--- src/spr_pkg.sv ---
package spr_pkg;

	// ----------------------------------------------------------------
	// register byte offsets
	// ----------------------------------------------------------------
	localparam logic [7:0] OFS_CTRL0 = 8'h00;
	localparam logic [7:0] OFS_CTRL1 = 8'h04;
	localparam logic [7:0] OFS_DATA = 8'h08;
	localparam logic [7:0] OFS_STATUS = 8'h0c;
	localparam logic [7:0] OFS_PRESCALE = 8'h10;
	localparam logic [7:0] OFS_IMASK = 8'h14;
	localparam logic [7:0] OFS_RAW = 8'h18;
	localparam logic [7:0] OFS_MASKED = 8'h1c;
	localparam logic [7:0] OFS_ICLEAR = 8'h20;
	localparam logic [7:0] OFS_DMA = 8'h24;
	localparam logic [7:0] OFS_RECEIVE_FRAME_COUNT_CNT = 8'h28;
	localparam logic [7:0] OFS_DUMMY = 8'h2c;
	localparam logic [7:0] OFS_TXQ_CNT = 8'h30;
	localparam logic [7:0] OFS_ITEST = 8'h80;
	localparam logic [7:0] OFS_TDATA = 8'h8c;

	// ----------------------------------------------------------------
	// reset values
	// ----------------------------------------------------------------
	localparam logic [31:0] RST_CTRL0 = 32'h1c000000;
	localparam logic [31:0] RST_STATUS = 32'h00000003;
	localparam logic [31:0] RST_ZERO = 32'h00000000;

	// ----------------------------------------------------------------
	// control word zero fields
	// ----------------------------------------------------------------
	localparam int LEN_LSB = 0;
	localparam int POL_BIT = 6;
	localparam int PHA_BIT = 7;
	localparam int RATE_LSB = 8;
	localparam int FMT_LSB = 21;
	localparam logic [4:0] LEN_MIN = 5'h03;
	localparam logic [1:0] FMT_STD = 2'h0;
	localparam logic [1:0] FMT_CMD = 2'h2;

	// control word one: enable bit
	localparam int EN_BIT = 1;

	// status bits: 0 tx queue empty, 1 tx queue not full, 4 busy
	localparam int ST_TXE = 0;
	localparam int ST_TNF = 1;
	localparam int ST_BSY = 4;

	// interrupt bit: frame done
	localparam int IRQ_DONE = 0;
	localparam int IRQ_W = 4;

	// prescale divisor limits
	localparam logic [7:0] PRE_MIN = 8'h02;

	// ----------------------------------------------------------------
	// bus request carrier
	// ----------------------------------------------------------------
	typedef struct packed {
		logic [7:0] addr;
		logic write;
		logic valid;
	} spr_req_s;

	typedef enum logic [1:0] {
		SPR_IDLE,
		SPR_LEAD,
		SPR_TRAIL
	} spr_state_e;

endpackage

--- src/spr_ctrl.sv ---
// Our own choice: the AHB-Lite register port.
`timescale 1ns/100ps
// How it works
// - frame length is the length field plus one, fields below three treated as four bits.
// - the idle polarity bit sets the rest level of the serial clock in standard format.
// - the phase bit chooses the sampling edge, used only in standard format.
// - bit rate is the bus clock over prescale divisor times one plus rate field.
// - the rate field is bits fifteen to eight and takes any value up to 255.
// - the prescale register at 0x10 holds the even divisor and resets to zero.
// - the receive frame count at 0x28 is read-write and counts frames still to receive.
// - the transmit queue frame count at 0x30 is read-write and resets to zero.
// - the interrupt clear register at 0x20 is write-only and clears latched events.
// - raw status at 0x18 and masked status at 0x1c are read-only, masked by 0x14.
// - the status register at 0x0c resets to 0x00000003.
// - control word zero resets to 0x1c000000, status to 0x00000003, other registers to zero.
// - the DMA control register at 0x24 is read-write.
// - format field 0 is standard four-wire, 2 is three-wire with polarity and phase ignored.
module spr_ctrl (
	// bus clock and reset
	input wire logic hclk,
	input wire logic hresetn,
	// ahb-lite slave
	input wire logic hsel,
	input wire logic [31:0] haddr,
	input wire logic [1:0] htrans,
	input wire logic hwrite,
	input wire logic [2:0] hsize,
	input wire logic [31:0] hwdata,
	input wire logic hready,
	output logic [31:0] hrdata,
	output logic hreadyout,
	output logic hresp,
	// serial pins
	output logic sclk,
	output logic mosi,
	output logic cs_n,
	input wire logic miso,
	// interrupt
	output logic irq
);

	// ----------------------------------------------------------------
	// registers
	// ----------------------------------------------------------------
	logic [31:0] ctrl0_reg, ctrl1_reg, data_reg, pre_reg, imask_reg;
	logic [31:0] dma_reg, rxcnt_reg, dummy_reg, txcnt_reg, itest_reg, tdata_reg;
	localparam int IRQ_W_L = spr_pkg::IRQ_W;
	logic [IRQ_W_L-1:0] raw_reg;
	spr_pkg::spr_req_s req_reg;
	logic [31:0] rdata_reg;
	logic irq_reg;
	// serial engine
	spr_pkg::spr_state_e st_reg;
	logic [7:0] pre_cnt_reg, rate_cnt_reg;
	logic [5:0] bit_cnt_reg;
	logic [31:0] sh_reg;
	logic sclk_reg, mosi_reg, cs_n_reg, txfull_reg, busy_reg;
	logic [2:0] miso_sync_reg;
	logic miso_s_reg;

	// ----------------------------------------------------------------
	// field decode
	// ----------------------------------------------------------------
	// frame length; reserved codes are clamped so the engine never hangs
	// length plus one
	wire [4:0] len_fld = ctrl0_reg[spr_pkg::LEN_LSB +: 5];
	wire [4:0] len_eff = (len_fld < spr_pkg::LEN_MIN) ? spr_pkg::LEN_MIN : len_fld;
	wire std_fmt = ctrl0_reg[spr_pkg::FMT_LSB +: 2] != spr_pkg::FMT_CMD;
	wire pol = std_fmt & ctrl0_reg[spr_pkg::POL_BIT];
	wire pha = std_fmt & ctrl0_reg[spr_pkg::PHA_BIT];
	wire [7:0] rate = ctrl0_reg[spr_pkg::RATE_LSB +: 8];
	// prescale divisor, forced even and at least two
	wire [7:0] pre_raw = {pre_reg[7:1], 1'b0};
	wire [7:0] pre_div = (pre_raw < spr_pkg::PRE_MIN) ? spr_pkg::PRE_MIN : pre_raw;
	wire enable = ctrl1_reg[spr_pkg::EN_BIT];

	// ----------------------------------------------------------------
	// bus decode
	// ----------------------------------------------------------------
	wire take = hsel & hready & htrans[1];
	wire wr = req_reg.valid & req_reg.write;
	function automatic logic hit(input logic [7:0] ofs);
		hit = wr && (req_reg.addr == ofs);
	endfunction
	wire wr_data = hit(spr_pkg::OFS_DATA);
	wire [IRQ_W_L-1:0] clr = hit(spr_pkg::OFS_ICLEAR) ? hwdata[IRQ_W_L-1:0] : '0;
	wire [31:0] raw32 = {28'h0000000, raw_reg};
	wire [31:0] masked32 = raw32 & imask_reg;
	wire [31:0] status32 = {27'h0000000, busy_reg, 2'b00, ~txfull_reg, ~txfull_reg};
	wire [7:0] ra = haddr[7:0];
	wire [31:0] rd_mux =
		(ra == spr_pkg::OFS_CTRL0) ? ctrl0_reg :
		(ra == spr_pkg::OFS_CTRL1) ? ctrl1_reg :
		(ra == spr_pkg::OFS_DATA) ? data_reg :
		(ra == spr_pkg::OFS_STATUS) ? status32 :
		(ra == spr_pkg::OFS_PRESCALE) ? pre_reg :
		(ra == spr_pkg::OFS_IMASK) ? imask_reg :
		(ra == spr_pkg::OFS_RAW) ? raw32 :
		(ra == spr_pkg::OFS_MASKED) ? masked32 :
		(ra == spr_pkg::OFS_DMA) ? dma_reg :
		(ra == spr_pkg::OFS_RECEIVE_FRAME_COUNT_CNT) ? rxcnt_reg :
		(ra == spr_pkg::OFS_DUMMY) ? dummy_reg :
		(ra == spr_pkg::OFS_TXQ_CNT) ? txcnt_reg :
		(ra == spr_pkg::OFS_ITEST) ? itest_reg :
		(ra == spr_pkg::OFS_TDATA) ? tdata_reg : 32'h00000000;

	// address phase capture and read data, zero wait states
	always_ff @(posedge hclk or negedge hresetn) begin
		if (!hresetn) begin
			req_reg <= '0;
			rdata_reg <= 32'h00000000;
		end else begin
			req_reg <= '{addr: haddr[7:0], write: hwrite, valid: take};
			if (take && !hwrite) begin
				rdata_reg <= rd_mux;
			end
		end
	end

	// ----------------------------------------------------------------
	// register writes
	// ----------------------------------------------------------------
	// reset values
	always_ff @(posedge hclk or negedge hresetn) begin
		if (!hresetn) begin
			ctrl0_reg <= spr_pkg::RST_CTRL0;
			ctrl1_reg <= spr_pkg::RST_ZERO;
			pre_reg <= spr_pkg::RST_ZERO;
			imask_reg <= spr_pkg::RST_ZERO;
			dma_reg <= spr_pkg::RST_ZERO;
			dummy_reg <= spr_pkg::RST_ZERO;
			itest_reg <= spr_pkg::RST_ZERO;
			tdata_reg <= spr_pkg::RST_ZERO;
		end else begin
			if (hit(spr_pkg::OFS_CTRL0)) ctrl0_reg <= hwdata;
			if (hit(spr_pkg::OFS_CTRL1)) ctrl1_reg <= hwdata;
			if (hit(spr_pkg::OFS_PRESCALE)) pre_reg <= hwdata;
			if (hit(spr_pkg::OFS_IMASK)) imask_reg <= hwdata;
			if (hit(spr_pkg::OFS_DMA)) dma_reg <= hwdata;
			if (hit(spr_pkg::OFS_DUMMY)) dummy_reg <= hwdata;
			if (hit(spr_pkg::OFS_ITEST)) itest_reg <= hwdata;
			if (hit(spr_pkg::OFS_TDATA)) tdata_reg <= hwdata;
		end
	end

	// ----------------------------------------------------------------
	// serial engine
	// ----------------------------------------------------------------
	// one-cycle half-bit tick: prescale times (1 + rate) bus cycles per bit
	wire pre_tick = (pre_cnt_reg == 8'h00);
	wire half_tick = pre_tick & (rate_cnt_reg == 8'h00);
	wire half_load = pre_tick & (rate_cnt_reg == 8'h00);
	wire [7:0] pre_half = {1'b0, pre_div[7:1]};
	// dummy character is sent when the queue is empty and frames are owed
	wire use_dummy = ~txfull_reg & (rxcnt_reg != 32'h0);
	// select must rest high a cycle between frames so the slave sees each one
	wire start = enable & (txfull_reg | use_dummy) & cs_n_reg & (st_reg == spr_pkg::SPR_IDLE);
	wire last_bit = (bit_cnt_reg == 6'd0);
	wire [5:0] len_bits = {1'b0, len_eff};
	// word that goes out: queued data or the dummy character
	wire [31:0] tx_word = use_dummy ? dummy_reg : data_reg;

	// miso passes three flops; a change counts when the last two agree
	always_ff @(posedge hclk or negedge hresetn) begin
		if (!hresetn) begin
			miso_sync_reg <= 3'b000;
			miso_s_reg <= 1'b0;
		end else begin
			miso_sync_reg <= {miso_sync_reg[1:0], miso};
			if (miso_sync_reg[2] == miso_sync_reg[1]) miso_s_reg <= miso_sync_reg[2];
		end
	end

	always_ff @(posedge hclk or negedge hresetn) begin
		if (!hresetn) begin
			pre_cnt_reg <= 8'h00;
			rate_cnt_reg <= 8'h00;
		end else if (st_reg == spr_pkg::SPR_IDLE) begin
			pre_cnt_reg <= pre_half - 8'h01;
			rate_cnt_reg <= rate;
		end else if (pre_tick) begin
			pre_cnt_reg <= pre_half - 8'h01;
			rate_cnt_reg <= half_load ? rate : rate_cnt_reg - 8'h01;
		end else begin
			pre_cnt_reg <= pre_cnt_reg - 8'h01;
		end
	end

	// frame sequencer: lead edge then trail edge per bit, msb first
	always_ff @(posedge hclk or negedge hresetn) begin
		if (!hresetn) begin
			st_reg <= spr_pkg::SPR_IDLE;
			bit_cnt_reg <= 6'd0;
			sh_reg <= 32'h00000000;
			sclk_reg <= 1'b0;
			mosi_reg <= 1'b0;
			cs_n_reg <= 1'b1;
			busy_reg <= 1'b0;
		end else begin
			case (st_reg)
				spr_pkg::SPR_IDLE: begin
					sclk_reg <= pol;
					busy_reg <= 1'b0;
					cs_n_reg <= 1'b1;
					if (start) begin
						sh_reg <= tx_word << (6'd31 - len_bits);
						mosi_reg <= tx_word[len_eff];
						bit_cnt_reg <= len_bits;
						cs_n_reg <= 1'b0;
						busy_reg <= 1'b1;
						st_reg <= spr_pkg::SPR_LEAD;
					end
				end
				spr_pkg::SPR_LEAD: if (half_tick) begin
					sclk_reg <= ~sclk_reg;
					// phase zero samples on leading edge
					if (!pha) sh_reg <= {sh_reg[30:0], miso_s_reg};
					// phase one launches each bit on the leading edge, clear of sampling
					if (pha) mosi_reg <= sh_reg[31];
					st_reg <= spr_pkg::SPR_TRAIL;
				end
				spr_pkg::SPR_TRAIL: if (half_tick) begin
					sclk_reg <= ~sclk_reg;
					// phase one samples on trailing edge
					if (pha) sh_reg <= {sh_reg[30:0], miso_s_reg};
					if (last_bit) begin
						st_reg <= spr_pkg::SPR_IDLE;
					end else begin
						bit_cnt_reg <= bit_cnt_reg - 6'd1;
						// phase zero launches the next bit on the trailing edge
						if (!pha) mosi_reg <= sh_reg[31];
						st_reg <= spr_pkg::SPR_LEAD;
					end
				end
				default: st_reg <= spr_pkg::SPR_IDLE;
			endcase
		end
	end

	wire frame_end = (st_reg == spr_pkg::SPR_TRAIL) & half_tick & last_bit;

	// data word: written by software, replaced by received frame
	always_ff @(posedge hclk or negedge hresetn) begin
		if (!hresetn) begin
			data_reg <= spr_pkg::RST_ZERO;
			txfull_reg <= 1'b0;
		end else begin
			if (wr_data) begin
				data_reg <= hwdata;
				txfull_reg <= 1'b1;
			end else if (start && !use_dummy) begin
				txfull_reg <= 1'b0;
			end
			if (frame_end) data_reg <= pha ? {sh_reg[30:0], miso_s_reg} : sh_reg;
		end
	end

	// frame counters: receive count decremented before each dummy frame goes out, queue count before each data frame while non-zero
	always_ff @(posedge hclk or negedge hresetn) begin
		if (!hresetn) begin
			rxcnt_reg <= spr_pkg::RST_ZERO;
			txcnt_reg <= spr_pkg::RST_ZERO;
		end else begin
			if (hit(spr_pkg::OFS_RECEIVE_FRAME_COUNT_CNT)) rxcnt_reg <= hwdata;
			else if (start && use_dummy) rxcnt_reg <= rxcnt_reg - 32'h1;
			if (hit(spr_pkg::OFS_TXQ_CNT)) txcnt_reg <= hwdata;
			else if (start && !use_dummy && txcnt_reg != 32'h0) txcnt_reg <= txcnt_reg - 32'h1;
		end
	end

	// ----------------------------------------------------------------
	// interrupts
	// ----------------------------------------------------------------
	// write one clears, a new event wins over the clear
	always_ff @(posedge hclk or negedge hresetn) begin
		if (!hresetn) begin
			raw_reg <= '0;
			irq_reg <= 1'b0;
		end else begin
			raw_reg <= (raw_reg & ~clr) | {{(IRQ_W_L-1){1'b0}}, frame_end};
			irq_reg <= |(((raw_reg & ~clr) | {{(IRQ_W_L-1){1'b0}}, frame_end})
				& imask_reg[IRQ_W_L-1:0]);
		end
	end

	// outputs straight from flops, except ready and response, which are tied off
	assign hrdata = rdata_reg;
	assign hreadyout = 1'b1;
	assign hresp = 1'b0;
	assign sclk = sclk_reg;
	assign mosi = mosi_reg;
	assign cs_n = cs_n_reg;
	assign irq = irq_reg;

endmodule

--- config.mk ---
export PLATFORM = sky130hd
export DESIGN_NAME = spr_ctrl
export DESIGN_NICKNAME = d
export VERILOG_FILES = /design/src/spr_pkg.sv /design/src/spr_ctrl.sv
export SDC_FILE = /design/constraint.sdc
export NUM_CORES = 1
export LEC_CHECK = 0
export ABC_CLOCK_PERIOD_IN_PS = 8700
export BUFFER_PORTS_ARGS = -buffer_cell sky130_fd_sc_hd__buf_2
export CORE_AREA = 4 4 269 166
export CTS_CLUSTER_SIZE = 25
export DETAILED_ROUTE_END_ITERATION = 12
export DIE_AREA = 0 0 273 170
export PLACE_DENSITY_LB_ADDON = 0.1
export SYNTH_ARGS = -nofsm -noshare
export SYNTH_HDL_FRONTEND = slang
export SYNTH_SLANG_ARGS = --single-unit
export TNS_END_PERCENT = 20
--- constraint.sdc ---
create_clock -name hclk -period 8.7 [get_ports hclk]
set_input_delay 1.305 -clock hclk [delete_from_list [all_inputs] [get_ports hclk]]
set_output_delay 1.305 -clock hclk [all_outputs]
set_load 0.01 [all_outputs]
==> results.yml, run 1 <==
global_route:
  grt_pass1_vias: 21200
  grt_overflow: 0
  track_usage: 0.363
  grt_pass1_wl_um: 129000
  antenna_found_initial: 2
  grt_max_degree: 163
sta:
  maxSlewViolCount: 0
  rsz0062_at_grt: "false"
  skew_ps: 19.2
  max_freq_ghz: 0.207
  setup-violations-final: 0
  finalHoldViolations: 0
  fin_crit_sh: 0.556
  fin_tns_setup_ps: 0
  slew_headroom: 0.155
  worst_pin_slew_ps: 1270
  period_minus_slack_ps: 4840
placed_design:
  gp_congestion: 1.00
  hpwl_um: 58500
  io_buffers: 82
yosys:
  synth-edff-count: 0
  synthesis.area_mm2: 0.0254
  synth.largest_area_cell: "dfrtp_1"
  async_flop_share: 1.00
  synth.avg_cell_area_um2: 9.89
  synth_nets: 2659
  synth-seq-cells: 464
  yosysTopAreaCellShare: 0.452
  synth_cell_type_count: 82
  yosys_most_used_dff: "dfrtp_1"
  synth_cells: 2572
  ys_seq_area_frac: 0.457
  synth_area_leaders: "dfrtp_1 (45%), mux2_2 (15%), nand2_1 (4.7%)"
  ys_warn_count: 0
pwr:
  ir_drop_v: 0.000147
  power_density_mw_per_mm2: 215
  power.leakage_nw: 11.4
final_layout:
  fillCellCount: 3447
  finish.net_count: 2626
  drive_above_1_share: 0.224
  layout_commonest_cell: "dfrtp_1"
  areaGrowthSynthToFinish_pct: 8.36
  layout.cells.most_common_list: "dfrtp_1 (460), mux2_2 (342), nand2_1 (313)"
  final_core_util: 0.650
clock_tree:
  htreeDepth: 2
  ctsResizeCount: 0
  clock-sinks: 464
  worstSkewPairLatency_ps: 570
  post_cts_buffers: 0
  cts_made_buffers: 44
  tritoncts: "yes"
  clockBufferDepth: 3
  hold_buffers: 0
  clockRootBuffer: "clkbuf_16"
  path_clk_slew_ps: 70
critical_path:
  reg2reg_setup_slack_ps: 3860
  crit_type: "register to register"
  crit_path_start: "rxcnt_reg[3]"
  end_kind: "register"
  cp.required_ps: 9190
  crit_fanout: 10
  crit_arrival_ps: 5330
  crit-reg2reg-launch: "rxcnt_reg[3]"
  cp-start-kind: "register"
routing:
  drc: 0
  wl_um: 85000
  drtPass1Iterations: 10
  drtIter0Drc: 3222
  ant_nets: 0
  vias_per_cell: 6.90
  wl_per_cell_um: 27.0
  vias: 21700
die:
  core_area_mm2: 0.0424
  num_rows: 59
  die_area_mm2: 0.0464
  die_h_um: 170
  io_pins: 113
  start_util: 0.599
  die_x_um: 273
worst_hold_path:
  min_from: "miso_sync_reg[1]"
  hold_class: "register to register"
flow_run:
  max-cap-violations: 0
outcome:
  status: "completed"
==> synth_stat cells (46+ instances only) <==
cell,n
o21ai_0,128
nor3_1,72
nor2_1,203
dfrtp_1,460
a31oi_1,46
a221oi_1,61
nand2_1,316
clkbuf_1,168
mux2_2,342
a21oi_1,155
xnor2_1,49
mux2i_1,64
==> routing by layer <==
layer	wire, um	vias up	global-route usage
met5	0	-	0
met4	3180	0	0.122
met3	9550	220	0.0986
met2	36500	1298	0.541
met1	35800	10900	0.520
li1	-	9354	-
==> logic make-up (layout without fill, tap and decap cells) <==
family,Yosys count,count (layout),share of synthesized area
AND/OR/NAND/NOR,773,773,0.138
other,2,3,0.000295
adder cells (fa/ha/maj),13,13,0.00629
XOR/XNOR,70,70,0.0241
flip-flops,464,464,0.457
AO/OA/AOI/OAI,589,589,0.156
multiplexers,411,411,0.181
buffers and inverters,250,250,0.0385
==> critical path: stages, from the launching register on <==
cell	delay (ps)
dfrtp_1	460
nor4_1	590
nand4b_1	780
nor3_1	630
mux2_2	380
a2111oi_0	690
mux2i_1	370
a311oi_1	390
o221ai_1	260
a21oi_1	210
==> layout make-up <==
cell class / count / area, um2 / share of cell area
antenna: 1 / 2.50 / 0.0000908
clock buffer: 67 / 1290 / 0.0467
clock inverter: 12 / 77.6 / 0.00281
inverter: 41 / 154 / 0.00558
multi-input combinational: 1858 / 12900 / 0.468
sequential: 464 / 11600 / 0.421
tap: 579 / 724 / 0.0263
timing repair buffer: 130 / 806 / 0.0292
==> path summary, 6_finish.rpt <==
| kind | end | cells after the start |
|---|---|---|
| min in group asynchronous | pre_reg[19] | 1 |
| worst min-delay path | miso_sync_reg[2] | 0 |
| worst max register to register | sh_reg[31] | 9 |
| max in group asynchronous | hrdata[23] | 2 |
| worst max-delay path | sh_reg[31] | 9 |
| worst min register to register | miso_sync_reg[2] | 0 |
==> metrics by stage <==
stage / setup slack, ps / area, um2 / instances / power, mW / hold WS [ps]
4_1_cts: 4140 / 27600 / 3151 / 5.90 / 388
2_1_floorplan: 5300 / 25400 / 2572 / 3.54 / 331
3_5_place_dp: 4170 / 26200 / 3072 / 4.02 / 371
6_report: 3860 / 27600 / 3152 / 5.94 / 386
5_1_grt: 3770 / 27600 / 3152 / 6.20 / 405
3_3_place_gp: 4250 / 26200 / 3072 / 3.97 / 373
==> power breakdown <==
group          internal (mW)  switching (mW)
registers               2.41           0.278
logic                  0.499           0.861
clock network           1.03           0.866
total                   3.93            2.01
Power figures use the tool's default switching activity.
==> inputs of run 2 (changes only) <==
--- a/config.mk
+++ b/config.mk
@@ -5,12 +5,12 @@
 export SDC_FILE = /design/constraint.sdc
 export NUM_CORES = 1
 export LEC_CHECK = 0
-export ABC_CLOCK_PERIOD_IN_PS = 8700
+export ABC_CLOCK_PERIOD_IN_PS = 4400
 export BUFFER_PORTS_ARGS = -buffer_cell sky130_fd_sc_hd__buf_2
-export CORE_AREA = 4 4 269 166
+export CORE_AREA = 4 4 281 173
 export CTS_CLUSTER_SIZE = 25
 export DETAILED_ROUTE_END_ITERATION = 12
-export DIE_AREA = 0 0 273 170
+export DIE_AREA = 0 0 285 177
 export PLACE_DENSITY_LB_ADDON = 0.1
 export SYNTH_ARGS = -nofsm -noshare
 export SYNTH_HDL_FRONTEND = slang
==> constraint.sdc (replaced) <==
create_clock -name hclk -period 4.4 [get_ports hclk]
set_input_delay 0.66 -clock hclk [delete_from_list [all_inputs] [get_ports hclk]]
set_output_delay 0.66 -clock hclk [all_outputs]
set_load 0.01 [all_outputs]
==> results.yml, run 2 (synthesis results as in run 1) <==
outcome:
  status: "completed"
final_layout:
  layout_commonest_cell: "dfrtp_1"
  design_area_mm2: 0.0281
  layout.cells.most_common_list: "dfrtp_1 (460), mux2_2 (342), nand2_1 (313)"
  finish.net_count: 2663
  drive_above_1_share: 0.239
  n_antenna_cell: 0
  areaGrowthSynthToFinish_pct: 10.6
global_route:
  grt_pass1_vias: 20900
  grt_pass1_wl_um: 132000
  grt_max_degree: 115
  grt_overflow: 0
  track_usage: 0.345
  antenna_found_initial: 1
routing:
  drc: 0
  ant_nets: 0
  vias_per_cell: 6.70
  vias: 21700
  wl_um: 87700
  drtPass1Iterations: 7
  drtIter0Drc: 2676
  wl_per_cell_um: 27.1
sta:
  fin_tns_setup_ps: 0
  period_minus_slack_ps: 4130
  finalHoldViolations: 0
  holdWs_ps: 188
  fin_crit_sh: 0.938
  max_freq_ghz: 0.242
  slew_headroom: 0.223
  setup-violations-final: 0
  rsz0062_at_grt: "false"
  maxSlewViolCount: 0
  skew_ps: 34.6
  worst_pin_slew_ps: 1160
clock_tree:
  tritoncts: "yes"
  clockBufferDepth: 3
  hold_buffers: 0
  post_cts_buffers: 0
  clockRootBuffer: "clkbuf_16"
  ctsResizeCount: 0
  cts_made_buffers: 45
  htreeDepth: 2
  clock-sinks: 464
  worstSkewPairLatency_ps: 590
  path_clk_slew_ps: 70
flow_run:
  max-cap-violations: 0
critical_path:
  crit_slowest_cell: "nor4_1"
  crit_arrival_ps: 4640
  end_kind: "register"
  cp-start-kind: "register"
  crit_type: "register to register"
  cpPeakStageDelay_ps: 680
  worstPathCellList: "nor4_1 > and3_1 > and3_1 > mux2_2 > nor4_1 > mux2i_1 > buf_4 > mux2_2 > o211ai_1 > o22a_1"
  reg2regPathDepth: 10
  cp.required_ps: 4910
  crit_fanout: 9
die:
  io_pins: 113
  die_h_um: 177
  start_util: 0.555
  core_area_mm2: 0.0459
  die_area_mm2: 0.0504
  num_rows: 61
  die_x_um: 285
worst_hold_path:
  hold_class: "primary input to register"
  whs_path_depth: 1
placed_design:
  hpwl_um: 62000
  io_buffers: 82
  gp_congestion: 0.967
  postPlaceCellArea_mm2: 0.0266
pwr:
  finalPower_mw: 12.1
  power_density_mw_per_mm2: 429
  power.leakage_nw: 11.7
  ir_drop_v: 0.000314
run 2: worst max-delay path: cells and delay by family, from the launching register on:
kind	cells	cell delay, ps
compound gates	2	350
buf+inv	1	230
flops	1	450
mux	3	980
simple gates	4	2060
run 2: routing by layer:
layer | part of all wire | up-vias | track usage | routed length, um
met5 | 0.00015 | - | 0 | 13
met3 | 0.096 | 172 | 0.0703 | 8380
li1 | - | 9438 | - | -
met4 | 0.033 | 2 | 0.115 | 2880
met1 | 0.44 | 10900 | 0.515 | 38800
met2 | 0.43 | 1146 | 0.506 | 37700
run 2: stage by stage:
step                setup WS, ps   util  std cells
floorplan                   1150      -       2572
global route                 348  0.613       3239
CTS                          537  0.613       3239
global placement             636  0.580       3159
detailed placement           561  0.580       3159
finish                       272  0.613       3239
run 2: path summary, 6_finish.rpt:
| path | endpoint | start | slack, ps |
|---|---|---|---|
| worst max-delay path | sh_reg[16] | rxcnt_reg[3] | 270 |
| worst min-delay path | miso_sync_reg[0] | miso | 190 |
| worst max register to register | sh_reg[16] | rxcnt_reg[3] | 270 |
| worst min register to register | miso_sync_reg[1] | miso_sync_reg[0] | 350 |
| max in group asynchronous | itest_reg[24] | hresetn | 3120 |
| min in group asynchronous | ctrl0_reg[25] | hresetn | 210 |
run 2: area by class of cell:
| type | count | area [um2] |
|---|---|---|
| clock buffers | 63 | 1340 |
| clock inverters | 17 | 185 |
| fillers | 3786 | 17700 |
| inverters | 41 | 154 |
| multi-input cells | 1858 | 12900 |
| flip-flops and latches | 464 | 11600 |
| well taps | 630 | 788 |
| repair buffers | 166 | 1150 |
run 2: report_power, final:
| part | total (mW) | leakage (nW) | internal (mW) | switching (mW) |
|---|---|---|---|---|
| Clock | 4.04 | 0.742 | 2.30 | 1.74 |
| Sequential | 5.28 | 5.52 | 4.76 | 0.524 |
| Combinational | 2.76 | 5.45 | 1.05 | 1.71 |
